$ cat src/design/uepc_pkg.sv
// Purpose: Shared constants and types for the endpoint control block
// Assumes: 16-bit core-bus registers at their printed byte addresses
// Notes:   All fields reset to zero
`default_nettype none
package uepc_pkg;

  localparam logic [31:0] ADDR_RX_CONTROL_EP1      = 32'h5000185E;
  localparam logic [31:0] ADDR_ENDPOINT_CONFIG_EP3 = 32'h50001860;
  localparam logic [31:0] ADDR_TX_DATA_EP2         = 32'h50001862;

  // Receive control fields
  localparam int RXC_RX_EN_BIT  = 0;
  localparam int RXC_IGN_SU_BIT = 2;
  localparam int RXC_FLUSH_BIT  = 3;

  // Endpoint configuration fields
  localparam int EPC_EP_LSB     = 0;
  localparam int EPC_EP_MSB     = 3;
  localparam int EPC_EN_BIT     = 4;
  localparam int EPC_ISO_BIT    = 5;
  localparam int EPC_STALL_BIT  = 7;

  localparam int TXD_BYTE_MSB   = 7;

  localparam logic        RST_BIT   = 1'h0;
  localparam logic [3:0]  RST_EP    = 4'h0;
  localparam logic [7:0]  RST_BYTE  = 8'h00;
  localparam logic [15:0] RST_WORD  = 16'h0000;

  // USB packet identifiers and CRC16 constants
  localparam logic [7:0]  PID_DATA0 = 8'hC3;
  localparam logic [7:0]  PID_DATA1 = 8'h4B;
  localparam logic [15:0] CRC_INIT  = 16'hFFFF;
  localparam logic [15:0] CRC_POLY  = 16'hA001;

  typedef enum logic [1:0] {
    UEPC_TOK_OUT,
    UEPC_TOK_IN,
    UEPC_TOK_SETUP,
    UEPC_TOK_OTHER
  } uepc_tok_kind_t;

  typedef enum logic [1:0] {
    UEPC_HS_ACK,
    UEPC_HS_NAK,
    UEPC_HS_STALL
  } uepc_hs_t;

  typedef struct packed {
    logic           valid;
    uepc_tok_kind_t kind;
    logic [6:0]     addr;
    logic [3:0]     ep;
  } uepc_token_t;

  typedef struct packed {
    logic     valid;
    uepc_hs_t code;
  } uepc_resp_t;

endpackage : uepc_pkg
`default_nettype wire

$ cat src/design/uepc_top.sv
// Purpose: Endpoint receive control, configuration and transmit data port
// Assumes: Token decoder and receive engine run on clk
// Notes:   Outputs are registered
// Notes on behaviour
// - Flush empties receive FIFO, idles endpoint
// - Flush waits while reception is in progress
// - Ignore-setup bit drops matching SETUP tokens
// - OUT reception disabled after packet or stall
// - SETUP accepted whatever receive enable says
// - Back-to-back SETUP: drop data, still ACK
// - Otherwise unacceptable SETUP gets no handshake
// - Stall plus transmit enabled: IN gets STALL
// - Stall plus receive enabled: OUT gets STALL
// - Stall never answers a SETUP token
// - Isochronous endpoint never sends NAK
// - Match endpoint number with function address
// - Disabled endpoint answers no token
// - Endpoint number is low four bits
// - Data port write pushes one byte
// - Device adds PID and CRC16 itself
// - Test mode makes data port readable
`timescale 1ns/1ps
`default_nettype none
module uepc_top #(
  parameter int TX_DEPTH = 64
) (
  input  wire logic                 clk,
  input  wire logic                 rst_b,
  input  wire logic [31:0]          reg_addr,
  input  wire logic                 reg_wr,
  input  wire logic                 reg_rd,
  input  wire logic [15:0]          reg_wdata,
  output logic [15:0]               reg_rdata,
  input  wire logic                 test_mode,
  input  wire logic [6:0]           function_address_reg,
  input  wire logic                 tx_fifo_en,
  input  wire uepc_pkg::uepc_token_t tok,
  input  wire logic                 rx_busy,
  input  wire logic                 rx_fifo_full,
  input  wire logic                 rx_pkt_done,
  input  wire logic                 rx_pkt_ok,
  input  wire logic                 tx_pid_data1,
  input  wire logic                 tx_ready,
  output var uepc_pkg::uepc_resp_t  resp,
  output logic                      rx_store,
  output logic                      rx_drop,
  output logic                      fifo_flush,
  output logic                      tx_valid,
  output logic [7:0]                tx_data,
  output logic                      tx_last
);

  localparam int AW = $clog2(TX_DEPTH);

  if (TX_DEPTH < 2 || (1 << AW) != TX_DEPTH) begin : g_depth_check
    $error("TX_DEPTH must be a power of two of at least 2");
  end

  function automatic logic [15:0] crc16_byte(input logic [15:0] crc, input logic [7:0] b);
    logic [15:0] c;
    c = crc;
    for (int i = 0; i < 8; i++) begin
      if (c[0] ^ b[i]) begin
        c = (c >> 1) ^ uepc_pkg::CRC_POLY;
      end else begin
        c = c >> 1;
      end
    end
    return c;
  endfunction : crc16_byte

  typedef enum logic [2:0] {TX_IDLE, TX_PID, TX_DATA, TX_CRC_LO, TX_CRC_HI} uepc_tx_state_t;

  logic           rx_en_r, ign_setup_r, flush_pend_r;
  logic           stall_r, iso_r, ep_en_r;
  logic [3:0]     endpoint_number_r;
  logic [7:0]     tx_fifo_byte_r;
  logic           setup_seen_r;
  logic           armed_r, armed_setup_r, armed_drop_r;
  logic           tx_start_r;
  uepc_tx_state_t tx_state_r;
  logic [15:0]    crc_r;
  logic [7:0]     mem [TX_DEPTH];
  logic [AW:0]    wr_ptr_r, rd_ptr_r;

  wire sel_rxc = reg_addr == uepc_pkg::ADDR_RX_CONTROL_EP1;
  wire sel_epc = reg_addr == uepc_pkg::ADDR_ENDPOINT_CONFIG_EP3;
  wire sel_txd = reg_addr == uepc_pkg::ADDR_TX_DATA_EP2;
  wire wr_rxc  = reg_wr && sel_rxc;
  wire wr_epc  = reg_wr && sel_epc;
  wire wr_txd  = reg_wr && sel_txd;

  wire tx_empty = wr_ptr_r == rd_ptr_r;
  wire tx_full  = (wr_ptr_r[AW-1:0] == rd_ptr_r[AW-1:0]) && (wr_ptr_r[AW] != rd_ptr_r[AW]);

  // Token qualification
  wire tok_match = tok.valid && ep_en_r && tok.addr == function_address_reg
                   && tok.ep == endpoint_number_r;
  wire is_in    = tok_match && tok.kind == uepc_pkg::UEPC_TOK_IN;
  wire is_out   = tok_match && tok.kind == uepc_pkg::UEPC_TOK_OUT;
  wire is_setup = tok_match && tok.kind == uepc_pkg::UEPC_TOK_SETUP && !ign_setup_r;
  wire flush_go = flush_pend_r && !rx_busy;

  wire out_stall  = is_out && stall_r && rx_en_r;
  wire out_accept = is_out && !stall_r && rx_en_r && !rx_fifo_full;
  wire out_nak    = is_out && !out_stall && !out_accept && !iso_r;
  wire in_stall   = is_in && stall_r && tx_fifo_en;
  wire in_send    = is_in && !in_stall && tx_fifo_en && !tx_empty && tx_state_r == TX_IDLE;
  wire in_nak     = is_in && !in_stall && !in_send && !iso_r;
  // SETUP ignores stall and receive enable
  wire su_drop    = is_setup && setup_seen_r;
  wire su_accept  = is_setup && !setup_seen_r && !rx_fifo_full && !rx_busy;
  wire pkt_end    = armed_r && rx_pkt_done;

  // Receive control register
  always_ff @(posedge clk) begin
    if (!rst_b) begin
      rx_en_r     <= uepc_pkg::RST_BIT;
      ign_setup_r <= uepc_pkg::RST_BIT;
    end else begin
      if (wr_rxc) begin
        rx_en_r     <= reg_wdata[uepc_pkg::RXC_RX_EN_BIT];
        ign_setup_r <= reg_wdata[uepc_pkg::RXC_IGN_SU_BIT];
      end else if (out_stall || (pkt_end && !armed_setup_r)) begin
        rx_en_r <= 1'b0;
      end
    end
  end

  // Flush request, held until receive engine is idle
  always_ff @(posedge clk) begin
    if (!rst_b) begin
      flush_pend_r <= uepc_pkg::RST_BIT;
      fifo_flush   <= uepc_pkg::RST_BIT;
    end else begin
      fifo_flush <= flush_go;
      if (wr_rxc && reg_wdata[uepc_pkg::RXC_FLUSH_BIT]) begin
        flush_pend_r <= 1'b1;
      end else if (flush_go) begin
        flush_pend_r <= 1'b0;
      end
    end
  end

  // Endpoint configuration register
  always_ff @(posedge clk) begin
    if (!rst_b) begin
      stall_r           <= uepc_pkg::RST_BIT;
      iso_r             <= uepc_pkg::RST_BIT;
      ep_en_r           <= uepc_pkg::RST_BIT;
      endpoint_number_r <= uepc_pkg::RST_EP;
    end else if (wr_epc) begin
      stall_r           <= reg_wdata[uepc_pkg::EPC_STALL_BIT];
      iso_r             <= reg_wdata[uepc_pkg::EPC_ISO_BIT];
      ep_en_r           <= reg_wdata[uepc_pkg::EPC_EN_BIT];
      endpoint_number_r <= reg_wdata[uepc_pkg::EPC_EP_MSB:uepc_pkg::EPC_EP_LSB];
    end
  end

  // Register read-back
  always_ff @(posedge clk) begin
    if (!rst_b) begin
      reg_rdata <= uepc_pkg::RST_WORD;
    end else if (reg_rd) begin
      reg_rdata <= uepc_pkg::RST_WORD;
      if (sel_rxc) begin
        reg_rdata[uepc_pkg::RXC_RX_EN_BIT]  <= rx_en_r;
        reg_rdata[uepc_pkg::RXC_IGN_SU_BIT] <= ign_setup_r;
        reg_rdata[uepc_pkg::RXC_FLUSH_BIT]  <= flush_pend_r;
      end else if (sel_epc) begin
        reg_rdata[uepc_pkg::EPC_STALL_BIT] <= stall_r;
        reg_rdata[uepc_pkg::EPC_ISO_BIT]   <= iso_r;
        reg_rdata[uepc_pkg::EPC_EN_BIT]    <= ep_en_r;
        reg_rdata[uepc_pkg::EPC_EP_MSB:uepc_pkg::EPC_EP_LSB] <= endpoint_number_r;
      end else if (sel_txd && test_mode) begin
        reg_rdata[uepc_pkg::TXD_BYTE_MSB:0] <= tx_fifo_byte_r;
      end
    end
  end

  // Back-to-back SETUP tracking
  always_ff @(posedge clk) begin
    if (!rst_b) begin
      setup_seen_r <= uepc_pkg::RST_BIT;
    end else if (pkt_end && armed_setup_r && !armed_drop_r && rx_pkt_ok) begin
      setup_seen_r <= 1'b1;
    end else if (flush_go || (tok_match && tok.kind != uepc_pkg::UEPC_TOK_SETUP)) begin
      setup_seen_r <= 1'b0;
    end
  end

  // Data phase bookkeeping for an accepted OUT or SETUP
  always_ff @(posedge clk) begin
    if (!rst_b) begin
      armed_r       <= uepc_pkg::RST_BIT;
      armed_setup_r <= uepc_pkg::RST_BIT;
      armed_drop_r  <= uepc_pkg::RST_BIT;
      rx_store      <= uepc_pkg::RST_BIT;
      rx_drop       <= uepc_pkg::RST_BIT;
    end else if (out_accept || su_accept || su_drop) begin
      armed_r       <= 1'b1;
      armed_setup_r <= is_setup;
      armed_drop_r  <= su_drop;
      rx_store      <= !su_drop;
      rx_drop       <= su_drop;
    end else if (rx_pkt_done || flush_go) begin
      armed_r  <= 1'b0;
      rx_store <= 1'b0;
      rx_drop  <= 1'b0;
    end
  end

  // Handshake decision
  always_ff @(posedge clk) begin
    if (!rst_b) begin
      resp.valid <= uepc_pkg::RST_BIT;
      resp.code  <= uepc_pkg::UEPC_HS_ACK;
    end else begin
      resp.valid <= 1'b0;
      if (out_stall || in_stall) begin
        resp.valid <= 1'b1;
        resp.code  <= uepc_pkg::UEPC_HS_STALL;
      end else if (out_nak || in_nak) begin
        resp.valid <= 1'b1;
        resp.code  <= uepc_pkg::UEPC_HS_NAK;
      end else if (pkt_end && rx_pkt_ok && !(iso_r && !armed_setup_r)) begin
        resp.valid <= 1'b1;
        resp.code  <= uepc_pkg::UEPC_HS_ACK;
      end
    end
  end

  // Transmit data port and FIFO fill
  always_ff @(posedge clk) begin
    if (!rst_b) begin
      tx_fifo_byte_r <= uepc_pkg::RST_BYTE;
      wr_ptr_r       <= '0;
    end else if (wr_txd) begin
      tx_fifo_byte_r <= reg_wdata[uepc_pkg::TXD_BYTE_MSB:0];
      if (!tx_full) begin
        wr_ptr_r <= wr_ptr_r + 1'b1;
      end
    end
  end

  always_ff @(posedge clk) begin
    if (wr_txd && !tx_full) begin
      mem[wr_ptr_r[AW-1:0]] <= reg_wdata[uepc_pkg::TXD_BYTE_MSB:0];
    end
  end

  always_ff @(posedge clk) begin
    if (!rst_b) begin
      tx_start_r <= uepc_pkg::RST_BIT;
    end else begin
      tx_start_r <= in_send;
    end
  end

  // Packet framer: PID, payload, CRC16
  wire tx_adv = !tx_valid || tx_ready;

  always_ff @(posedge clk) begin
    if (!rst_b) begin
      tx_state_r <= TX_IDLE;
      tx_valid   <= uepc_pkg::RST_BIT;
      tx_data    <= uepc_pkg::RST_BYTE;
      tx_last    <= uepc_pkg::RST_BIT;
      crc_r      <= uepc_pkg::CRC_INIT;
      rd_ptr_r   <= '0;
    end else if (tx_adv) begin
      unique case (tx_state_r)
        TX_IDLE: begin
          tx_valid <= 1'b0;
          tx_last  <= 1'b0;
          if (tx_start_r) begin
            tx_valid   <= 1'b1;
            tx_data    <= tx_pid_data1 ? uepc_pkg::PID_DATA1 : uepc_pkg::PID_DATA0;
            crc_r      <= uepc_pkg::CRC_INIT;
            tx_state_r <= TX_DATA;
          end
        end
        TX_PID: begin
          tx_state_r <= TX_DATA;
        end
        TX_DATA: begin
          tx_valid <= 1'b1;
          if (tx_empty) begin
            tx_data    <= ~crc_r[7:0];
            tx_state_r <= TX_CRC_HI;
          end else begin
            tx_data  <= mem[rd_ptr_r[AW-1:0]];
            crc_r    <= crc16_byte(crc_r, mem[rd_ptr_r[AW-1:0]]);
            rd_ptr_r <= rd_ptr_r + 1'b1;
          end
        end
        TX_CRC_LO: begin
          tx_state_r <= TX_CRC_HI;
        end
        TX_CRC_HI: begin
          tx_data    <= ~crc_r[15:8];
          tx_last    <= 1'b1;
          tx_state_r <= TX_IDLE;
        end
      endcase
    end
  end

  // Checks
  a_flush_waits: assert property (@(posedge clk) disable iff (!rst_b)
    rx_busy |=> !fifo_flush)
    else $error("flush while receiving");
  a_flush_pulse: assert property (@(posedge clk) disable iff (!rst_b)
    flush_pend_r && !rx_busy && !(wr_rxc) |=> fifo_flush && !flush_pend_r)
    else $error("flush not executed");
  a_stall_in: assert property (@(posedge clk) disable iff (!rst_b)
    is_in && stall_r && tx_fifo_en |=> resp.valid && resp.code == uepc_pkg::UEPC_HS_STALL)
    else $error("IN not stalled");
  a_stall_out_dis: assert property (@(posedge clk) disable iff (!rst_b)
    is_out && stall_r && rx_en_r && !wr_rxc |=> resp.code == uepc_pkg::UEPC_HS_STALL && !rx_en_r)
    else $error("OUT stall wrong");
  a_setup_nostall: assert property (@(posedge clk) disable iff (!rst_b)
    tok_match && tok.kind == uepc_pkg::UEPC_TOK_SETUP && !(tok.valid && tok.kind != uepc_pkg::UEPC_TOK_SETUP)
    |=> !(resp.valid && resp.code == uepc_pkg::UEPC_HS_STALL))
    else $error("SETUP stalled");
  a_iso_no_nak: assert property (@(posedge clk) disable iff (!rst_b)
    iso_r && !$past(wr_epc) |-> !(resp.valid && resp.code == uepc_pkg::UEPC_HS_NAK))
    else $error("NAK on iso");
  a_disabled_quiet: assert property (@(posedge clk) disable iff (!rst_b)
    tok.valid && !ep_en_r |=> !resp.valid || $past(pkt_end))
    else $error("disabled endpoint answered");
  a_ignore_setup: assert property (@(posedge clk) disable iff (!rst_b)
    ign_setup_r && tok.kind == uepc_pkg::UEPC_TOK_SETUP && tok.valid |=> !rx_store && !rx_drop
    || $past(armed_r))
    else $error("ignored SETUP accepted");
  a_setup_dup_drop: assert property (@(posedge clk) disable iff (!rst_b)
    su_drop |=> rx_drop && !rx_store)
    else $error("duplicate SETUP stored");
  a_rx_en_out: assert property (@(posedge clk) disable iff (!rst_b)
    is_out && !rx_en_r && !stall_r && !iso_r |=> resp.valid && resp.code == uepc_pkg::UEPC_HS_NAK)
    else $error("OUT taken while disabled");
  a_push_count: assert property (@(posedge clk) disable iff (!rst_b)
    wr_txd && !tx_full |=> wr_ptr_r == $past(wr_ptr_r) + 1'b1)
    else $error("byte not pushed");
  a_pid_first: assert property (@(posedge clk) disable iff (!rst_b)
    tx_start_r && tx_state_r == TX_IDLE && tx_adv |=> tx_valid
    && (tx_data == uepc_pkg::PID_DATA0 || tx_data == uepc_pkg::PID_DATA1))
    else $error("PID missing");
  a_test_read: assert property (@(posedge clk) disable iff (!rst_b)
    reg_rd && sel_txd && !test_mode |=> reg_rdata == uepc_pkg::RST_WORD)
    else $error("data port readable outside test");

  c_in_data:  cover property (@(posedge clk) disable iff (!rst_b) tx_valid && tx_last && tx_ready);
  c_out_ack:  cover property (@(posedge clk) disable iff (!rst_b)
    resp.valid && resp.code == uepc_pkg::UEPC_HS_ACK && !rx_en_r);
  c_dup_setup: cover property (@(posedge clk) disable iff (!rst_b) su_drop);
  c_late_flush: cover property (@(posedge clk) disable iff (!rst_b)
    flush_pend_r && rx_busy ##1 !rx_busy ##1 fifo_flush);

endmodule : uepc_top
`default_nettype wire

$ cat config.mk
export PLATFORM = sky130hd
export DESIGN_NAME = uepc_top
export DESIGN_NICKNAME = d
export VERILOG_FILES = /design/src/design/uepc_pkg.sv /design/src/design/uepc_top.sv
export SDC_FILE = /design/constraint.sdc
export NUM_CORES = 1
export LEC_CHECK = 0
export ABC_AREA = 1
export CAP_MARGIN = 5
export CORE_MARGIN = 3
export CORE_UTILIZATION = 60
export DETAILED_ROUTE_END_ITERATION = 12
export DONT_BUFFER_PORTS = 1
export PLACE_DENSITY = 0.74
export SKIP_LAST_GASP = 1
export SYNTH_ARGS = -nofsm -noshare
export SYNTH_HDL_FRONTEND = slang
export SYNTH_SLANG_ARGS = --single-unit
$ cat constraint.sdc
create_clock -name clk -period 9.39 [get_ports clk]
set_input_delay 1.878 -clock clk [delete_from_list [all_inputs] [get_ports clk]]
set_output_delay 1.878 -clock clk [all_outputs]
set_load 0.1 [all_outputs]
==> key figures <==
Floorplan
  – Die width: 210.8 um
  – Total core area: 0.04111 mm2
  – Die ar.: 0.04445 mm2
  – Initial Util: 61.23%
  – Number of placed I/O pins: 113
  – Chip height: 210.8 um
  – Num rows: 74

Clocking
  – CTS sink count: 597
  – Setup repair bufs after CTS: 0
  – Clk_lat worst skew: 0.61 ns
  – Root Driver: clkbuf_16
  – Clock Path Buffers: 3
  – CTS tree: built
  – H-tree depth: 2
  – TritonCTS Buffers: 57
  – Hold Buf Count CTS: 0
  – Clock transition at the registers of the reported paths: 0.06 ns
  – CTS resizes: 0

Global routing
  – Global-route wire length before repair: 93.27 mm
  – Gr ovfl total: 0
  – Grt peak-use layer: met2
  – M2 GR Usage: 43.01%
  – Initial antenna violation count: 0
  – Largest net degree at the start of global routing: 233
  – Total GRT Usage: 27.21%
  – Met3 usage: 5.733%
  – Met1 Track Usage GR: 37.12%
  – Vias in the first global route: 16740

Pwr
  – VDD IR max: 0.2146 mV
  – Final Power: 5.427 mW
  – Power per Cell Area: 201.5 mW/mm2
  – Leakage power: 9.254 nW

Critical path
  – Worst reg2reg setup slack: 4.32 ns
  – Reg2Reg Depth: 26
  – CP Launch Type: input port
  – Max incr delay on CP: 0.90 ns
  – Crit path DAT: 5.64 ns
  – Element type at the critical path end: flop
  – CP cell instances: or4_1 > nor4_2 > nand2_1 > nor2_1 > nand3_1 > inv_1 > nand2_1 > nor2_1 > nand3_1 > nor2_1
  – Worst endpoint required time: 9.62 ns
  – Critical-path maximum fanout: 16
  – Buf/Inv on CP: 1
  – Worst r2r dst: crc_r[0]
  – Crit-path slowest cell: nor2_1
  – Kind of critical path: input port to flop
  – CP delay by family, top: simple AND/OR/NAND/NOR gates
  – Crit-path most repeated cell: nor2_1

Cells and area
  – Nets: 2304
  – Area of the multi-input gates: 0.006807 mm2
  – Fill cells: 3114
  – Register area: 0.01709 mm2
  – Diodes inserted: 0
  – Cell area after layout: 0.02693 mm2
  – Synth-to-layout area growth: 6.988%
  – Layout cell share with drive strength beyond 1: 5.781%
  – Layout Utilization: 65.51%

Timing
  – Aggregate negative setup slack: 0 ns
  – Slew headroom: 18.89%
  – RSZ-0062 raised after global routing: no
  – Final period utilization: 57.71%
  – FMAX: 184.5 MHz
  – Min Clock Period, post-route: 5.419 ns
  – Setup violations, final: 0
  – Actual slew at the worst max-slew pin: 1.207 ns
  – Setup Skew: 0.01843 ns
  – Max Transition Viols Final: 0
  – Min Hold Slack: 0.4702 ns
  – Final Hold Fails: 0

Synthesis
  – Number of flops mapped to enable cells by yosys: 512
  – Post-synth top flop: edfxtp_1
  – Synth unique cells: 53
  – Sequential fraction of the synthesis area: 67.84%
  – Post-Syn Instances: 2272
  – Async set-or-reset flop fraction in the synthesized netlist: 0%
  – Yosys warnings: 0
  – FF+latch count, synth: 597
  – Syn avg cell area: 11.08 um2
  – Syn Std Cell Area: 0.02517 mm2

Status
  – Status: completed

Worst hold path
  – Hold Crit Depth: 2
  – Hold endpoint: tx_fifo_byte_r[5]
  – Worst min-delay path class: flop to flop
  – HP Start: tx_fifo_byte_r[5]

Detailed routing
  – DRT Pass-1 Iters: 5
  – Final antenna-violating net count: 0
  – Vias: 17090
  – First DRT Iteration DRCs: 2053
  – Routed wire length per instance: 21.50 um
  – DR DRC count: 0
  – Total Wirelength: 60.15 mm
  – Drt via density: 6.106

Flow run
  – Max-capacitance violation count: 0

Placed design
  – Final Wtd Congestion: 0.9026
  – Area after DPL: 0.02508 mm2
  – Detailed Place HPWL: 35.08 mm
  – Port bufs: 0
==> how the worst max path moves through the flow <==
stage / cells after the start / slack (ns) / end / from
detailed placement: 10 / 3.42 / mem[42][0] / reg_addr[21]
global route: 10 / 3.64 / mem[28][2] / reg_addr[21]
floorplan: 10 / 4.73 / mem[63][0] / reg_addr[21]
finish: 10 / 3.97 / mem[2][7] / reg_addr[21]
CTS: 10 / 4.04 / mem[58][6] / reg_addr[21]
global placement: 10 / 3.53 / mem[42][3] / reg_addr[21]
==> placed cells by master (no fill, tap or decap), drive strengths merged, types with 3 or more instances in the layout <==
cell type,count
nor3,13
conb,8
or4,3
inv,111
a21oi,54
clkinv,24
nor2,330
o211ai,10
xor2,7
o221ai,14
ha,6
o22ai,95
nor4,12
nand4,7
nand2,365
dfxtp,85
nand3,236
a31oi,3
o21ai,240
edfxtp,512
a211oi,16
buf,12
clkbuf,79
==> Yosys cell counts, drive strengths merged (2+ instances only) <==
| library cell | number | area, um2 |
|---|---|---|
| nor3 | 13 | 65.06 |
| nor3b | 2 | 15.01 |
| nand2 | 365 | 1385 |
| buf | 101 | 777.0 |
| o221ai | 14 | 122.6 |
| or4 | 3 | 22.52 |
| a211oi | 16 | 120.1 |
| clkbuf | 32 | 121.4 |
| nand4 | 7 | 43.79 |
| edfxtp | 512 | 15370 |
| a21oi | 54 | 270.3 |
| xor2 | 7 | 76.32 |
| nand3b | 2 | 15.01 |
| o21ai | 240 | 1201 |
| o211ai | 10 | 80.07 |
| nor4 | 12 | 81.33 |
| ha | 6 | 75.07 |
| dfxtp | 85 | 1702 |
| a31oi | 3 | 18.77 |
| inv | 110 | 417.9 |
| a221oi | 2 | 17.52 |
| o22ai | 95 | 594.3 |
| nand3 | 236 | 1211 |
| nor2 | 330 | 1246 |
| or2 | 2 | 12.51 |
==> cells by family (layout without fill, tap and decap cells) <==
| logic type | count (synthesis) | after routing | synth area share, % |
|---|---|---|---|
| AND/OR/NAND/NOR | 974 | 974 | 16.34 |
| flip-flops | 597 | 597 | 67.84 |
| AO/OA/AOI/OAI | 443 | 443 | 9.946 |
| buffers and inverters | 243 | 230 | 5.229 |
| XOR/XNOR | 8 | 8 | 0.3380 |
| adder cells (fa/ha/maj) | 6 | 6 | 0.2982 |
| other | 1 | 8 | 0.01490 |
==> flip-flops by register name (all words and copies together) (netlist names), 2 cells and up, named ones only <==
name / count
mem: 512
crc_r: 16
reg_rdata: 8
tx_data: 8
tx_fifo_byte_r: 8
rd_ptr_r: 7
wr_ptr_r: 7
endpoint_number_r: 4
resp: 3
tx_state_r: 2
==> where the power goes <==
group	leakage (nW)	switching, mW	internal (mW)
clock	0.924	0.958	1.29
combinational	3.04	0.131	0.0557
sequential	5.29	0.0978	2.90
total	9.25	1.19	4.24
==> final cells by class <==
class / count / area share [%]
multi-input combinational: 1439 / 25.27
timing repair buffer: 12 / 0.3810
clock inverter: 29 / 0.7340
inverter: 110 / 1.556
clock buffer: 79 / 6.146
sequential: 597 / 63.44
tap: 532 / 2.472
==> per-stage QoR <==
stage	cells	setup slack, ns
4_1_cts	2798	4.041
3_3_place_gp	2690	3.531
2_1_floorplan	2279	4.725
5_1_grt	2798	3.645
3_5_place_dp	2690	3.416
6_report	2798	3.971
==> per-layer routing <==
| metal | vias up | wire (um) |
|---|---|---|
| met5 | - | 0 |
| met2 | 817 | 28180 |
| met3 | 155 | 5853 |
| met4 | 0 | 2403 |
| li1 | 7982 | - |
| met1 | 8131 | 23710 |
==> worst min-delay path: cells and delay by family, from the launching register on <==
kind                   cells  cell delay [ns]
AO/OA/AOI/OAI              1             0.06
buffers and inverters      1             0.06
flip-flops                 1             0.30
No activity file was read; power rests on OpenSTA's default activity.
